<file path="config.mk">
export PLATFORM = sky130hd
export DESIGN_NAME = cipc_top
export DESIGN_NICKNAME = d
export VERILOG_FILES = /design/src/verilog/cipc_pkg.sv /design/src/verilog/cipc_slot_mux.sv /design/src/verilog/cipc_prio_enc.sv /design/src/verilog/cipc_top.sv
export SDC_FILE = /design/constraint.sdc
export NUM_CORES = 1
export LEC_CHECK = 0
export BUFFER_PORTS_ARGS = -buffer_cell sky130_fd_sc_hd__buf_2
export CAP_MARGIN = 15
export CORE_ASPECT_RATIO = 1.2
export CORE_UTILIZATION = 52
export DETAILED_ROUTE_END_ITERATION = 8
export PLACE_DENSITY = 0.86
export SLEW_MARGIN = 40
export SYNTH_ARGS = -nofsm -noshare
export SYNTH_HDL_FRONTEND = slang
export SYNTH_SLANG_ARGS = --single-unit
</file>
<file path="constraint.sdc">
create_clock -name CLK -period 4.1 [get_ports CLK]
set_input_delay 0.41 -clock CLK [delete_from_list [all_inputs] [get_ports CLK]]
set_output_delay 0.41 -clock CLK [all_outputs]
set_load 0.05 [all_outputs]
</file>
<file path="src/verilog/cipc_pkg.sv">
package cipc_pkg;

    // ------------------------------------------------------------
    // register map (byte addresses on the apb bus)
    // ------------------------------------------------------------
    localparam int unsigned     CIPC_ADDR_W   = 8;
    localparam logic [7:0]      CIPC_CFG_OFS  = 8'h00;
    localparam logic [7:0]      CIPC_STAT_OFS = 8'h04;
    localparam logic [7:0]      CIPC_MASK_OFS = 8'h08;
    localparam logic [7:0]      CIPC_PEND_OFS = 8'h0C;

    // ------------------------------------------------------------
    // sizes and field values
    // ------------------------------------------------------------
    localparam int unsigned     CIPC_NUM_SLOTS = 4;
    localparam int unsigned     CIPC_NUM_CHAN  = 4;
    localparam int unsigned     CIPC_SEL_W     = 2;
    localparam int unsigned     CIPC_CFG_W     = 11;
    localparam logic [2:0]      CIPC_LEVEL_OFF = 3'h0;
    localparam logic [2:0]      CIPC_LEVEL_NMI = 3'h7;

    // ------------------------------------------------------------
    // carriers
    // ------------------------------------------------------------
    typedef struct packed {
        logic [2:0] level;
        logic [1:0] sel_d;
        logic [1:0] sel_c;
        logic [1:0] sel_b;
        logic [1:0] sel_a;
    } cipc_cfg_t;

    typedef struct packed {
        logic       valid;
        logic [1:0] chan;
        logic [1:0] slot;
    } cipc_pend_t;

    typedef struct packed {
        logic       nmi;
        logic [2:0] ipl;
    } cipc_core_req_t;

    typedef enum logic [1:0] {
        CIPC_S_IDLE = 2'b01,
        CIPC_S_RESP = 2'b10
    } cipc_apb_st_t;

    typedef struct packed {
        cipc_apb_st_t   fsm;
        cipc_cfg_t      cfg;
        logic [3:0]     status;
        logic [3:0]     mask;
        logic           pready;
        logic           pslverr;
        logic [31:0]    prdata;
        logic           irq;
        cipc_core_req_t core;
        cipc_pend_t     pend;
    } cipc_state_t;

    // ------------------------------------------------------------
    // reset values
    // ------------------------------------------------------------
    localparam cipc_cfg_t       CIPC_CFG_RST  = 11'h000;
    localparam logic [3:0]      CIPC_STAT_RST = 4'h0;
    localparam logic [3:0]      CIPC_MASK_RST = 4'h0;

endpackage

</file>
<file path="src/verilog/cipc_slot_mux.sv">
`timescale 1ns/1ps
module cipc_slot_mux #(
    parameter int unsigned N_CHAN = 4,
    parameter int unsigned SEL_W  = 2
) (
    input  wire logic [SEL_W-1:0]  sel,
    input  wire logic [N_CHAN-1:0] req_in,
    output logic                   req_out
);

    // ------------------------------------------------------------
    // one slot: picks the request of the selected channel
    // ------------------------------------------------------------
    always_comb begin
        req_out = req_in[sel];
    end

endmodule

</file>
<file path="src/verilog/cipc_prio_enc.sv">
`timescale 1ns/1ps
module cipc_prio_enc #(
    parameter int unsigned N     = 4,
    parameter int unsigned IDX_W = 2
) (
    input  wire logic [N-1:0]     pend,
    output logic                  valid,
    output logic [IDX_W-1:0]      idx
);

    // ------------------------------------------------------------
    // lowest index wins; slot a sits at index 0
    // ------------------------------------------------------------
    always_comb begin
        valid = |pend;
        idx   = '0;
        for (int i = N - 1; i >= 0; i--) begin
            if (pend[i]) begin
                idx = IDX_W'(i);
            end
        end
    end

endmodule

</file>
<file path="src/verilog/cipc_top.sv">
// Chosen here: the APB interface to the registers and the address map.
`timescale 1ns/1ps
module cipc_top (
    input  wire logic                     CLK,
    input  wire logic                     SYS_RST,
    input  wire logic                     PSEL,
    input  wire logic                     PENABLE,
    input  wire logic                     PWRITE,
    input  wire logic [7:0]               PADDR,
    input  wire logic [31:0]              PWDATA,
    input  wire logic [3:0]               PSTRB,
    input  wire logic [3:0]               CHAN_REQ,
    output logic                          PREADY,
    output logic [31:0]                   PRDATA,
    output logic                          PSLVERR,
    output logic                          IRQ,
    output cipc_pkg::cipc_core_req_t      CORE_REQ
);
    import cipc_pkg::*;

    cipc_state_t                          st;
    cipc_state_t                          next_st;
    logic [CIPC_NUM_SLOTS-1:0][1:0]       sel_vec;
    logic [CIPC_NUM_SLOTS-1:0]            slot_req;
    logic [CIPC_NUM_SLOTS-1:0]            eff_pend;
    logic                                 enc_valid;
    logic [1:0]                           enc_idx;
    logic                                 access;
    logic                                 done;
    logic                                 hit;
    logic                                 active;
    logic [31:0]                          rdata;
    cipc_cfg_t                            cfg_wr;

    // ------------------------------------------------------------
    // slot routing
    // ------------------------------------------------------------
    // selectors are read live, so a rewrite moves the routing on the next edge
    assign sel_vec = {st.cfg.sel_d, st.cfg.sel_c, st.cfg.sel_b, st.cfg.sel_a};

    for (genvar s = 0; s < CIPC_NUM_SLOTS; s++) begin : g_slot
        cipc_slot_mux #(
            .N_CHAN (CIPC_NUM_CHAN),
            .SEL_W  (CIPC_SEL_W)
        ) u_mux (
            .sel     (sel_vec[s]),
            .req_in  (CHAN_REQ),
            .req_out (slot_req[s])
        );
    end

    assign eff_pend = st.status & st.mask;

    cipc_prio_enc #(
        .N     (CIPC_NUM_SLOTS),
        .IDX_W (CIPC_SEL_W)
    ) u_prio (
        .pend  (eff_pend),
        .valid (enc_valid),
        .idx   (enc_idx)
    );

    // ------------------------------------------------------------
    // bus decode
    // ------------------------------------------------------------
    assign access = PSEL & PENABLE;
    assign done   = access & st.pready;
    assign hit    = (PADDR == CIPC_CFG_OFS) || (PADDR == CIPC_STAT_OFS) ||
                    (PADDR == CIPC_MASK_OFS) || (PADDR == CIPC_PEND_OFS);
    // no interrupt reaches the core while the level is zero
    assign active = enc_valid && (st.cfg.level != CIPC_LEVEL_OFF);

    always_comb begin
        unique case (PADDR)
            CIPC_CFG_OFS:  rdata = {21'h000000, st.cfg};
            CIPC_STAT_OFS: rdata = {28'h0000000, st.status};
            CIPC_MASK_OFS: rdata = {28'h0000000, st.mask};
            CIPC_PEND_OFS: rdata = {27'h0000000, st.pend};
            default:       rdata = 32'h00000000;
        endcase
    end

    always_comb begin
        cfg_wr = st.cfg;
        if (PSTRB[0]) begin
            cfg_wr[7:0] = PWDATA[7:0];
        end
        if (PSTRB[1]) begin
            cfg_wr[CIPC_CFG_W-1:8] = PWDATA[CIPC_CFG_W-1:8];
        end
    end

    // ------------------------------------------------------------
    // next state
    // ------------------------------------------------------------
    always_comb begin
        next_st = st;

        unique case (st.fsm)
            CIPC_S_IDLE: begin
                if (access) begin
                    next_st.fsm     = CIPC_S_RESP;
                    next_st.pready  = 1'b1;
                    next_st.pslverr = !hit;
                    next_st.prdata  = PWRITE ? 32'h00000000 : rdata;
                end
            end
            CIPC_S_RESP: begin
                next_st.fsm     = CIPC_S_IDLE;
                next_st.pready  = 1'b0;
                next_st.pslverr = 1'b0;
                next_st.prdata  = 32'h00000000;
            end
            default: begin
                next_st.fsm     = CIPC_S_IDLE;
                next_st.pready  = 1'b0;
                next_st.pslverr = 1'b0;
                next_st.prdata  = 32'h00000000;
            end
        endcase

        // writes land only on the completing edge
        if (done && PWRITE && (PADDR == CIPC_CFG_OFS)) begin
            next_st.cfg = cfg_wr;
        end
        if (done && PWRITE && (PADDR == CIPC_MASK_OFS) && PSTRB[0]) begin
            next_st.mask = PWDATA[3:0];
        end

        // sticky status: a new request beats a write-one clear in the same cycle
        if (done && PWRITE && (PADDR == CIPC_STAT_OFS) && PSTRB[0]) begin
            next_st.status = (st.status & ~PWDATA[3:0]) | slot_req;
        end else begin
            next_st.status = st.status | slot_req;
        end

        next_st.irq      = active;
        next_st.core.ipl = active ? st.cfg.level : CIPC_LEVEL_OFF;
        next_st.core.nmi = active && (st.cfg.level == CIPC_LEVEL_NMI);
        next_st.pend     = '{valid: enc_valid, chan: sel_vec[enc_idx], slot: enc_idx};
    end

    // ------------------------------------------------------------
    // state register
    // ------------------------------------------------------------
    always_ff @(posedge CLK or posedge SYS_RST) begin
        if (SYS_RST) begin
            st.fsm     <= CIPC_S_IDLE;
            st.cfg     <= CIPC_CFG_RST;
            st.status  <= CIPC_STAT_RST;
            st.mask    <= CIPC_MASK_RST;
            st.pready  <= 1'b0;
            st.pslverr <= 1'b0;
            st.prdata  <= 32'h00000000;
            st.irq     <= 1'b0;
            st.core    <= 4'h0;
            st.pend    <= 5'h00;
        end else begin
            st <= next_st;
        end
    end

    assign PREADY   = st.pready;
    assign PRDATA   = st.prdata;
    assign PSLVERR  = st.pslverr;
    assign IRQ      = st.irq;
    assign CORE_REQ = st.core;

    // ------------------------------------------------------------
    // checks
    // ------------------------------------------------------------
    chk_slot_c_route: assert property (@(posedge CLK) disable iff (SYS_RST)
        CHAN_REQ[st.cfg.sel_c] |=> st.status[2])
        else $error("slot c selected channel not recorded");

    chk_slot_b_route: assert property (@(posedge CLK) disable iff (SYS_RST)
        CHAN_REQ[st.cfg.sel_b] |=> st.status[1])
        else $error("slot b selected channel not recorded");

    chk_slot_a_route: assert property (@(posedge CLK) disable iff (SYS_RST)
        CHAN_REQ[st.cfg.sel_a] |=> st.status[0])
        else $error("slot a selected channel not recorded");

    chk_cfg_live_write: assert property (@(posedge CLK) disable iff (SYS_RST)
        (done && PWRITE && PADDR == CIPC_CFG_OFS && PSTRB[0])
        |=> st.cfg.sel_a == $past(PWDATA[1:0]))
        else $error("selector write did not take effect");

    chk_nmi_level: assert property (@(posedge CLK) disable iff (SYS_RST)
        (enc_valid && st.cfg.level == CIPC_LEVEL_NMI) |=> CORE_REQ.nmi && CORE_REQ.ipl == 3'h7)
        else $error("level 7 request not nonmaskable");

    chk_level_zero_off: assert property (@(posedge CLK) disable iff (SYS_RST)
        (st.cfg.level == CIPC_LEVEL_OFF) |=> (CORE_REQ.ipl == 3'h0 && !IRQ && !CORE_REQ.nmi))
        else $error("interrupt presented while level is zero");

    chk_reset_level: assert property (@(posedge CLK) disable iff (SYS_RST)
        $past(SYS_RST) |-> (st.cfg.level == 3'h0 && CORE_REQ.ipl == 3'h0))
        else $error("level not cleared by reset");

    chk_prio_order: assert property (@(posedge CLK) disable iff (SYS_RST)
        (eff_pend[0] || eff_pend == 4'b1100) |=> st.pend.slot == ($past(eff_pend[0]) ? 2'h0 : 2'h2))
        else $error("pending slot order wrong");

    chk_apb_wait: assert property (@(posedge CLK) disable iff (SYS_RST)
        (access && !st.pready) |=> PREADY ##1 !PREADY)
        else $error("apb answer timing wrong");

    chk_level_pass: assert property (@(posedge CLK) disable iff (SYS_RST)
        (enc_valid && st.cfg.level != CIPC_LEVEL_OFF) |=> CORE_REQ.ipl == $past(st.cfg.level))
        else $error("core level differs from programmed level");

    cov_nmi: cover property (@(posedge CLK) disable iff (SYS_RST) CORE_REQ.nmi);
    cov_two_pending: cover property (@(posedge CLK) disable iff (SYS_RST)
        $countones(eff_pend) > 1);
    cov_clear_vs_set: cover property (@(posedge CLK) disable iff (SYS_RST)
        done && PWRITE && PADDR == CIPC_STAT_OFS && |(PWDATA[3:0] & slot_req));
    cov_unmapped: cover property (@(posedge CLK) disable iff (SYS_RST) PSLVERR);

endmodule

</file>
After elaboration in Yosys (flattened, before gate mapping). Cells that the tools add are included.

Magnitude comparators: 5. Equal/unequal tests: 6. Mux-type cells: 22. Bitwise gates (word level): 7. Reductions and logical operators: 17.

Operator list (count): 2-to-1 mux 34 bit (2); one-hot mux 11 bit (4 select lines) (1); 2-to-1 mux 32 bit (1); == test 8 x 4 -> 1 bit (second input constant) (2); < comparator 2 x 3 -> 1 bit (second input constant) (5); 2-to-1 mux 2 bit (7); AND 4 bit (2); binary-select mux 1 bit (select 2 bit) (4); == test 8 x 3 -> 1 bit (second input constant) (1); logical AND 1 bit (8); zero test 8 bit (1); bitwise OR 4 bit (2); binary-select mux 2 bit (select 2 bit) (1); 2-to-1 mux 1 bit (4); 2-to-1 mux 4 bit (1); NOT 4 bit (1); AND reduction 2 bit (2); OR reduction 4 bit (1); == test 3 bit (second input constant) (1); logical OR 1 bit (3); 2-to-1 mux 3 bit (1); nonzero test 3 bit (1); AND 1 bit (2); == test 2 x 1 -> 1 bit (second input constant) (1); 2 further kinds (2).

Register bits after elaboration: 65. Bits of input ports: 53. Word-level logic and storage cells: 74.

Depth between registers and ports, before layout. Gate-level depths: netlist of run 1.

Word-level depth: 7. Gate-level depth with buffers: 4. Depth with buffers taken out: 3.

Hierarchy. From an unflattened synthesis of run 1, not the netlist that was laid out.

Cell total of the unflattened synthesis: 172. Area, all modules: 2202.1 um^2.

Modules (own cells, without submodules): cipc_top (times used 1, cells an instance 161, area each 2077.0 um^2, sequential area each 1077.3 um^2); cipc_slot_mux (times used 4, cells an instance 1, area each 22.5 um^2, sequential area each 0.0 um^2); cipc_prio_enc (times used 1, cells an instance 7, area each 35.0 um^2, sequential area each 0.0 um^2).

Worst setup path after synthesis of run 1. OpenSTA, ideal clock, no wires.

Path kind: in2reg. Start: input PADDR[7]. End: register st[48] (netlist name). Setup time: 0.124 ns. Data arrival time: 1.831 ns. Path slack: 2.145 ns. Stages: 3. Buffers on the path: 0. Cells stage by stage: or4_4 -> or4_4 -> a211o_1.

RTL lines: start, declared (RTL line cipc_top.sv:9) `input wire logic [7:0] PADDR,`; end signal, assigned (RTL line cipc_top.sv:159) `st <= next_st;`; end, declared (RTL line cipc_top.sv:21) `cipc_state_t st;`.

==> impl_metrics.csv, run 1 <==
group,metric,value,unit
critical_path,cp_max_fo,5,
cts,clk_latency,290,ps
routing,drc,0,
die,die_x,61.9,um
finish,area_growth,9.28,%
routing,via_per_inst,5.46,
timing,period_share,0.447,
timing,min_period,1830,ps
critical_path,timing.rr.end,"PRDATA[0]",
synthesis,yosysWarnings,0,
cts,cts_resized,0,
global_route,grt_max_degree,44,
finish,layout_commonest_cell,"buf_2",
min_path,hp-class,"in2async",
timing,finClkSkew,5.74,ps
critical_path,arrival,2010,ps
die,initial_utilization,0.555,
routing,detail-route-antenna-nets,0,
die,dieArea,4570,um^2
placement,dpl.hpwl,3130,um
cts,htreeDepth,2,
timing,worstMarginPinSlew,772,ps
global_route,antenna_found_initial,0,
placement,portBuffers,47,
finish,num_antenna_cells,0,
cts,ctsHoldBuffers,0,
timing,rsz0062_at_grt,"no",
critical_path,r2r_slack,2340,ps
synthesis,ys_types,34,
critical_path,cp-endpoint,"st[51]",
global_route,grt_pass1_wl,6490,um
critical_path,crit_start,"PADDR[7]",
routing,wirelength,4100,um
timing,hold_viol_final,0,
synthesis,yosysSeqAreaShare,0.481,
global_route,overflow,0,
global_route,grt_pass1_vias,1320,
finish,stdcell_area,2450,um^2
critical_path,start_kind,"input pin",
synthesis,syn_inst,176,
placement,post-place-ws,1960,ps
critical_path,crit_top_cell,"or4_4",
pwr,p_leak,1.22,nW
critical_path,r2r_start,"st[63]",
die,row_count,25,
cts,cts.sinks,43,
finish,mostFrequentLayoutCells,"buf_2, dfrtp_1, conb_1, mux2_2, a22o_1",
critical_path,worst_setup_path_end_kind,"flip-flop",
timing,slew_headroom,0.480,
cts,clockBufferDepth,2,
finish,drive_above_1_share,0.399,
timing,fmax,546,MHz
critical_path,critPathRequiredTime,4280,ps
cts,ctsRootBufferMaster,"clkbuf_8",
cts,clk_pin_slew,80,ps
routing,via_count,1457,
die,ios,92,
die,design.core.area,4040,um^2
critical_path,path_class,"in2reg",
placement,dpl_cell_area,2350,um^2
global_route,grt_usage,0.202,
timing,final-max-slew-violation-count,0,
timing,finalSetupTns,0,ps
timing,fin_ws,2270,ps
routing,dr.pass1.iters,6,
critical_path,cpPeakStageDelay,600,ps
critical_path,crit_path_cell_trace,"buf_2 -> or4_4 -> or4_4 -> a211o_1",
placement,place_congestion,0.818,
cts,cts_tree,"built",
pwr,p_per_area,335,nW/um^2
finish,nets,265,
die,die_h,73.9,um
routing,wl_per_cell,15.4,um
job,cap_violations,0,
outcome,status,"completed",
synthesis,synth_area,2240,um^2
timing,setup_viol,0,
pwr,peakVddDrop,265,uV
critical_path,reg2regPathDepth,3,
cts,postCtsSetupBuffers,0,
cts,numCtsBuffers,5,
synthesis,syn_area_per_cell,12.7,um^2
critical_path,slowest_stage,"or4_4",
routing,first_iter_violations,51,
synthesis,synth-seq-cells,43,
where the power goes:
part           total [mW]  switching, mW  internal (mW)
Sequential          0.429        0.00210          0.427
Clock               0.289          0.135          0.154
Combinational       0.102         0.0784         0.0233
Total               0.820          0.216          0.604
cells in the mapped netlist:
library cell / n / area, um^2
nor2b_1: 7 / 43.8
mux2_2: 15 / 169
o2bb2ai_1: 1 / 8.76
and4_1: 2 / 17.5
a211oi_1: 2 / 15.0
nand4b_1: 1 / 8.76
mux2i_1: 2 / 20.0
nor4b_2: 1 / 15.0
dfrtp_1: 42 / 1050
a222oi_1: 1 / 10.0
mux4_2: 8 / 180
nand2b_1: 2 / 12.5
nor4_1: 3 / 18.8
or2_2: 1 / 6.26
o31a_1: 1 / 8.76
a22o_1: 11 / 96.3
dfstp_2: 1 / 26.3
clkbuf_1: 3 / 11.3
inv_1: 2 / 7.51
nand3b_1: 6 / 45.0
nor4_4: 1 / 21.3
conb_1: 1 / 3.75
nand4_1: 3 / 18.8
buf_4: 36 / 270
or4_4: 2 / 22.5
a21oi_1: 2 / 10.0
a22oi_1: 2 / 15.0
a211o_1: 4 / 35.0
o31ai_1: 2 / 15.0
o21ai_0: 1 / 5.00
nor2_1: 1 / 3.75
nand2_1: 3 / 11.3
nand3_1: 2 / 10.0
and2_1: 4 / 25.0
metal layers:
layer	part of all wire	vias up	wire length, um	global-route usage
met5	0	-	0	0
met4	0.011	0	46	0.0519
met3	0.056	5	231	0.0528
met2	0.51	70	2110	0.318
met1	0.42	705	1720	0.277
li1	-	677	-	-
cells by family (layout without fill, tap and decap cells):
group | Yosys count | in the layout | share of synthesized area
compound gates | 27 | 27 | 0.0978
buf+inv | 41 | 58 | 0.129
flops | 43 | 43 | 0.481
mux | 25 | 25 | 0.165
other cells | 1 | 21 | 0.00168
simple gates | 39 | 39 | 0.125
final cells by class:
class                           instances  area, um^2
Fill cell                             326        1590
Multi-Input combinational cell        112         951
Clock buffer                            8         100
Timing Repair Buffer                   48         243
Tap cell                               54        67.6
Inverter                                2        7.51
Sequential cell                        43        1080
metrics by stage:
| stage | hold WS, ps | std cells | total power [mW] | util |
|---|---|---|---|---|
| floorplan | 474 | 196 | 0.530 | - |
| global placement | 478 | 259 | 0.538 | 0.580 |
| detailed placement | 490 | 259 | 0.539 | 0.581 |
| CTS | 251 | 267 | 0.827 | 0.606 |
| global route | 293 | 267 | 0.853 | 0.606 |
| finish | 237 | 267 | 0.820 | 0.606 |
worst max-delay path: cells and delay by family:
kind	cells	cell delay, ps
and+or+nand+nor	2	1180
AOI/OAI and AO/OA	1	310
buffers and inverters	1	100
registers in the layout, summed over array words and instances, names as in the netlist:
signal,count
st,18
PRDATA,11
CORE_REQ,4
PSLVERR,1
IRQ,1
sel_vec,8
how the worst min path moves through the flow:
stage | start | end | cells past startpoint
floorplan | PRDATA[4] | PRDATA[4] | 1
global placement | PSLVERR | PSLVERR | 1
detailed placement | PRDATA[8] | PRDATA[8] | 1
CTS | SYS_RST | sel_vec[4] | 3
global route | SYS_RST | sel_vec[6] | 3
finish | SYS_RST | sel_vec[6] | 3
Power figures use the tool's default switching activity.
==> run 2, diff against run 1 <==
--- a/config.mk
+++ b/config.mk
@@ -8,9 +8,9 @@
 export BUFFER_PORTS_ARGS = -buffer_cell sky130_fd_sc_hd__buf_2
 export CAP_MARGIN = 15
 export CORE_ASPECT_RATIO = 1.2
-export CORE_UTILIZATION = 52
+export CORE_UTILIZATION = 48
 export DETAILED_ROUTE_END_ITERATION = 8
-export PLACE_DENSITY = 0.86
+export PLACE_DENSITY = 0.81
 export SLEW_MARGIN = 40
 export SYNTH_ARGS = -nofsm -noshare
 export SYNTH_HDL_FRONTEND = slang
==> constraint.sdc (replaced) <==
create_clock -name CLK -period 1.8 [get_ports CLK]
set_input_delay 0.18 -clock CLK [delete_from_list [all_inputs] [get_ports CLK]]
set_output_delay 0.18 -clock CLK [all_outputs]
set_load 0.05 [all_outputs]
==> impl_metrics.csv, run 2 (same netlist as run 1, synthesis figures left out) <==
group,metric,value,unit
critical_path,arrival,1760,ps
routing,detail-route-antenna-nets,0,
timing,finClkSkew,3.51,ps
timing,setup_viol,0,
finish,fin_cells,276,
placement,dpl.hpwl,3050,um
cts,ctsHoldBuffers,0,
timing,period_share,0.877,
die,initial_utilization,0.513,
die,die_x,64.3,um
timing,final-max-slew-violation-count,0,
cts,htreeDepth,2,
global_route,grt_usage,0.188,
cts,clk_pin_slew,80,ps
placement,placedCellCount,268,
finish,stdcell_area,2500,um^2
critical_path,reg2regPathDepth,3,
timing,worstMarginPinSlew,530,ps
min_path,hp-class,"in2async",
global_route,antenna_found_initial,0,
global_route,grt_pass1_vias,1423,
finish,nets,272,
cts,cts.sinks,43,
finish,layout_commonest_cell,"buf_2",
finish,largest_reg_flops,18,
routing,via_count,1450,
finish,mostFrequentLayoutCells,"buf_2, dfrtp_1, conb_1, mux2_2, a22o_1",
finish,top_register,"st",
routing,drc,0,
routing,wl_per_cell,14.6,um
finish,area_growth,11.6,%
timing,rsz0062_at_grt,"no",
placement,dpl_cell_area,2400,um^2
die,dieArea,4940,um^2
job,cap_violations,0,
global_route,grt_max_degree,44,
timing,fmax,634,MHz
finish,fillers,383,
cts,cts_resized,0,
placement,portBuffers,47,
routing,dr.pass1.iters,4,
cts,clockBufferDepth,2,
critical_path,critPathRequiredTime,1980,ps
timing,whs,4.05,ps
cts,cts_tree,"built",
timing,hold_viol_final,0,
die,row_count,26,
critical_path,path_class,"in2reg",
cts,numCtsBuffers,5,
timing,slew_headroom,0.647,
routing,via_per_inst,5.25,
timing,min_period,1580,ps
finish,num_antenna_cells,0,
pwr,peakVddDrop,550,uV
critical_path,cp_max_fo,4,
finish,drive_above_1_share,0.418,
pwr,p_per_area,749,nW/um^2
routing,wirelength,4040,um
global_route,grt_pass1_wl,6910,um
die,die_h,76.8,um
die,design.core.area,4360,um^2
routing,first_iter_violations,52,
critical_path,worst_setup_path_end_kind,"flip-flop",
global_route,overflow,0,
outcome,status,"completed",
cts,postCtsSetupBuffers,0,
critical_path,start_kind,"input pin",
pwr,p_leak,1.26,nW
cts,clk_latency,290,ps
cts,ctsRootBufferMaster,"clkbuf_8",
placement,place_congestion,0.813,
die,ios,92,
run 2: cell types whose count changed in the layout (fill, tap and decap cells not counted):
| cell | change |
|---|---|
| a21oi_2 | -1 |
| buf_4 | +7 |
| dfrtp_2 | +1 |
| a21oi_1 | +1 |
| dfrtp_1 | -1 |
run 2: final timing paths:
path / end / from / slack, ps
worst max-delay path: st[48] / PADDR[7] / 220
worst min-delay path: st[62] / SYS_RST / 4
worst max register to register: st[48] / st[64] / 240
worst min register to register: PSLVERR / PSLVERR / 490
max in group asynchronous: st[64] / SYS_RST / 1400
min in group CLK: sel_vec[4] / PWDATA[4] / 110
run 2: per-stage QoR:
step                worst slack [ps]  setup TNS [ps]  utilization  total power [mW]
finish                           222               0        0.573              1.87
global route                     174               0        0.573              1.95
CTS                              231               0        0.573              1.89
detailed placement             -88.2            -321        0.550              1.23
global placement               -72.9            -290        0.550              1.23
floorplan                       74.9               0            -              1.21
run 2: power breakdown:
group | leakage (nW) | internal [mW] | switching, mW
registers | 0.573 | 0.974 | 0.00443
clock network | 0.0515 | 0.350 | 0.306
logic | 0.631 | 0.0577 | 0.179
total | 1.26 | 1.38 | 0.490
run 2: layout make-up:
class	instances	area, um^2	area share
clock buffer	8	100	0.0401
multi-input combinational	112	947	0.379
timing repair buffer	55	295	0.118
inverter	2	7.51	0.00300
sequential	43	1080	0.432
tap	56	70.1	0.0280
run 2: per-layer routing:
| layer | wire, um | GRT usage | vias to the layer above |
|---|---|---|---|
| met2 | 2040 | 0.296 | 50 |
| met1 | 1710 | 0.242 | 700 |
| met3 | 181 | 0.0357 | 10 |
| li1 | - | - | 690 |
| met5 | 0 | 0 | - |
| met4 | 104 | 0.102 | 0 |
run 2: worst max-delay path: stages:
cell and delay [ps]:
buf_2 100, or4_4 570, or4_4 600, a211o_1 310
==> run 3, diff against run 2 <==
--- a/config.mk
+++ b/config.mk
@@ -8,9 +8,10 @@
 export BUFFER_PORTS_ARGS = -buffer_cell sky130_fd_sc_hd__buf_2
 export CAP_MARGIN = 15
 export CORE_ASPECT_RATIO = 1.2
-export CORE_UTILIZATION = 48
+export CORE_UTILIZATION = 54
+export CTS_BUF_LIST = sky130_fd_sc_hd__clkbuf_8
 export DETAILED_ROUTE_END_ITERATION = 8
-export PLACE_DENSITY = 0.81
+export PLACE_DENSITY = 0.89
 export SLEW_MARGIN = 40
 export SYNTH_ARGS = -nofsm -noshare
 export SYNTH_HDL_FRONTEND = slang
==> constraint.sdc (replaced) <==
create_clock -name CLK -period 1.9 [get_ports CLK]
set_input_delay 0.19 -clock CLK [delete_from_list [all_inputs] [get_ports CLK]]
set_output_delay 0.19 -clock CLK [all_outputs]
set_load 0.05 [all_outputs]
==> impl_metrics.csv, run 3 (same netlist as run 1, synthesis figures left out) <==
group,metric,value,unit
routing,detail-route-antenna-nets,0,
global_route,overflow,0,
cts,postCtsSetupBuffers,0,
cts,ctsRootBufferMaster,"clkbuf_8",
routing,met2_length,2230,um
finish,area_growth,11.6,%
pwr,p_leak,1.26,nW
outcome,violations,"negative hold slack",
timing,rsz0062_at_grt,"no",
pwr,comb_power_share,0.118,
finish,top_register,"st",
placement,placedCellCount,264,
cts,ctsHoldBuffers,0,
timing,finalSetupTns,0,ps
min_path,hp-class,"in2async",
critical_path,worst_setup_path_end_kind,"flip-flop",
pwr,netSwitchingPower,0.476,mW
placement,dpl.hpwl,3080,um
cts,cts_tree,"built",
die,die_h,72.5,um
timing,slew_headroom,0.653,
timing,hold_viol_final,5,
die,design.core.area,3940,um^2
die,initial_utilization,0.568,
routing,wl_met3,225,um
routing,wirelength,4230,um
finish,final_core_util,0.634,
cts,clk_latency,300,ps
routing,first_iter_violations,55,
timing,fmax,626,MHz
global_route,grt_pass1_wl,6780,um
critical_path,arrival,1780,ps
die,ios,92,
cts,htreeDepth,2,
timing,fin_ws,303,ps
cts,clk_pin_slew,80,ps
die,die_x,60.8,um
timing,period_share,0.841,
job,cap_violations,0,
finish,drive_above_1_share,0.413,
timing,min_period,1600,ps
routing,drc,0,
global_route,grt_usage,0.219,
pwr,peakVddDrop,469,uV
finish,multi_input_area,947,um^2
finish,nets,270,
finish,seq_area,1080,um^2
cts,cts.sinks,43,
die,row_count,25,
timing,finClkSkew,6.18,ps
pwr,clockPowerShare,0.388,
placement,post-place-ws,-13.8,ps
timing,worstMarginPinSlew,520,ps
pwr,swShare,0.254,
critical_path,start_kind,"flip-flop",
outcome,status,"complete, but fails checks",
finish,layout_commonest_cell,"buf_2",
pwr,seqPwrFrac,0.494,
global_route,grt_max_degree,44,
routing,dr.pass1.iters,4,
finish,fin_cells,272,
critical_path,critPathRequiredTime,2080,ps
cts,clockBufferDepth,2,
finish,largest_reg_flops,18,
timing,whs,-2.72,ps
pwr,p_per_area,751,nW/um^2
placement,portBuffers,47,
finish,mostFrequentLayoutCells,"buf_2, dfrtp_1, conb_1, mux2_2, a22o_1",
critical_path,path_class,"reg2reg",
timing,setup_viol,0,
routing,wl_per_cell,15.6,um
cts,numCtsBuffers,5,
routing,via_per_inst,5.51,
die,dieArea,4410,um^2
routing,m1WireLength,1710,um
cts,cts_resized,0,
critical_path,cp_max_fo,5,
pwr,fin_total_pwr,1.88,mW
pwr,p_int,1.40,mW
finish,fillers,318,
global_route,antenna_found_initial,0,
routing,dr.max_layer_used,"met4",
placement,place_congestion,0.823,
global_route,grt_pass1_vias,1404,
timing,final-max-slew-violation-count,0,
finish,num_antenna_cells,0,
routing,via_count,1498,
run 3: final timing paths:
| path | to | cells after the start | startpoint | slack (ps) |
|---|---|---|---|---|
| min | PRDATA[6] | 3 | SYS_RST | -3 |
| max | st[49] | 3 | st[64] | 300 |
| min in group CLK | sel_vec[4] | 2 | PWDATA[4] | 120 |
| min reg2reg | PSLVERR | 1 | PSLVERR | 490 |
| max reg2reg | st[49] | 3 | st[64] | 300 |
| max in group asynchronous | st[63] | 3 | SYS_RST | 1520 |
run 3: area by class of cell:
class,instances,area share
clock buffers,6,0.0331
multi-input cells,112,0.379
repair buffers,53,0.112
inverters,2,0.00301
well taps,54,0.0271
flip-flops and latches,43,0.431
clock inverters,2,0.0140
run 3: power groups by stage:
stage / clock network, mW / logic (mW) / registers [mW]
after global placement: 0 / 0.220 / 0.944
final: 0.728 / 0.222 / 0.926
after global routing: 0.776 / 0.241 / 0.927
after floorplan: 0 / 0.184 / 0.958
after detailed placement: 0 / 0.223 / 0.944
after CTS: 0.737 / 0.223 / 0.926
run 3: layer usage:
layer,track usage,vias to the layer above
li1,-,684
met1,0.287,743
met2,0.350,64
met3,0.0499,7
met4,0.0859,0
met5,0,-
run 3: critical path, stage by stage, from the launching register on:
cell     delay (ps)
dfrtp_1         380
nand4_1         200
or4_4           580
a211o_1         320
run 3: per-stage QoR:
stage / area (um^2) / hold slack (ps)
5_1_grt: 2500 / 78.9
6_report: 2500 / -2.72
2_1_floorplan: 2310 / 340
4_1_cts: 2500 / 26.0
3_5_place_dp: 2380 / 346
3_3_place_gp: 2380 / 343
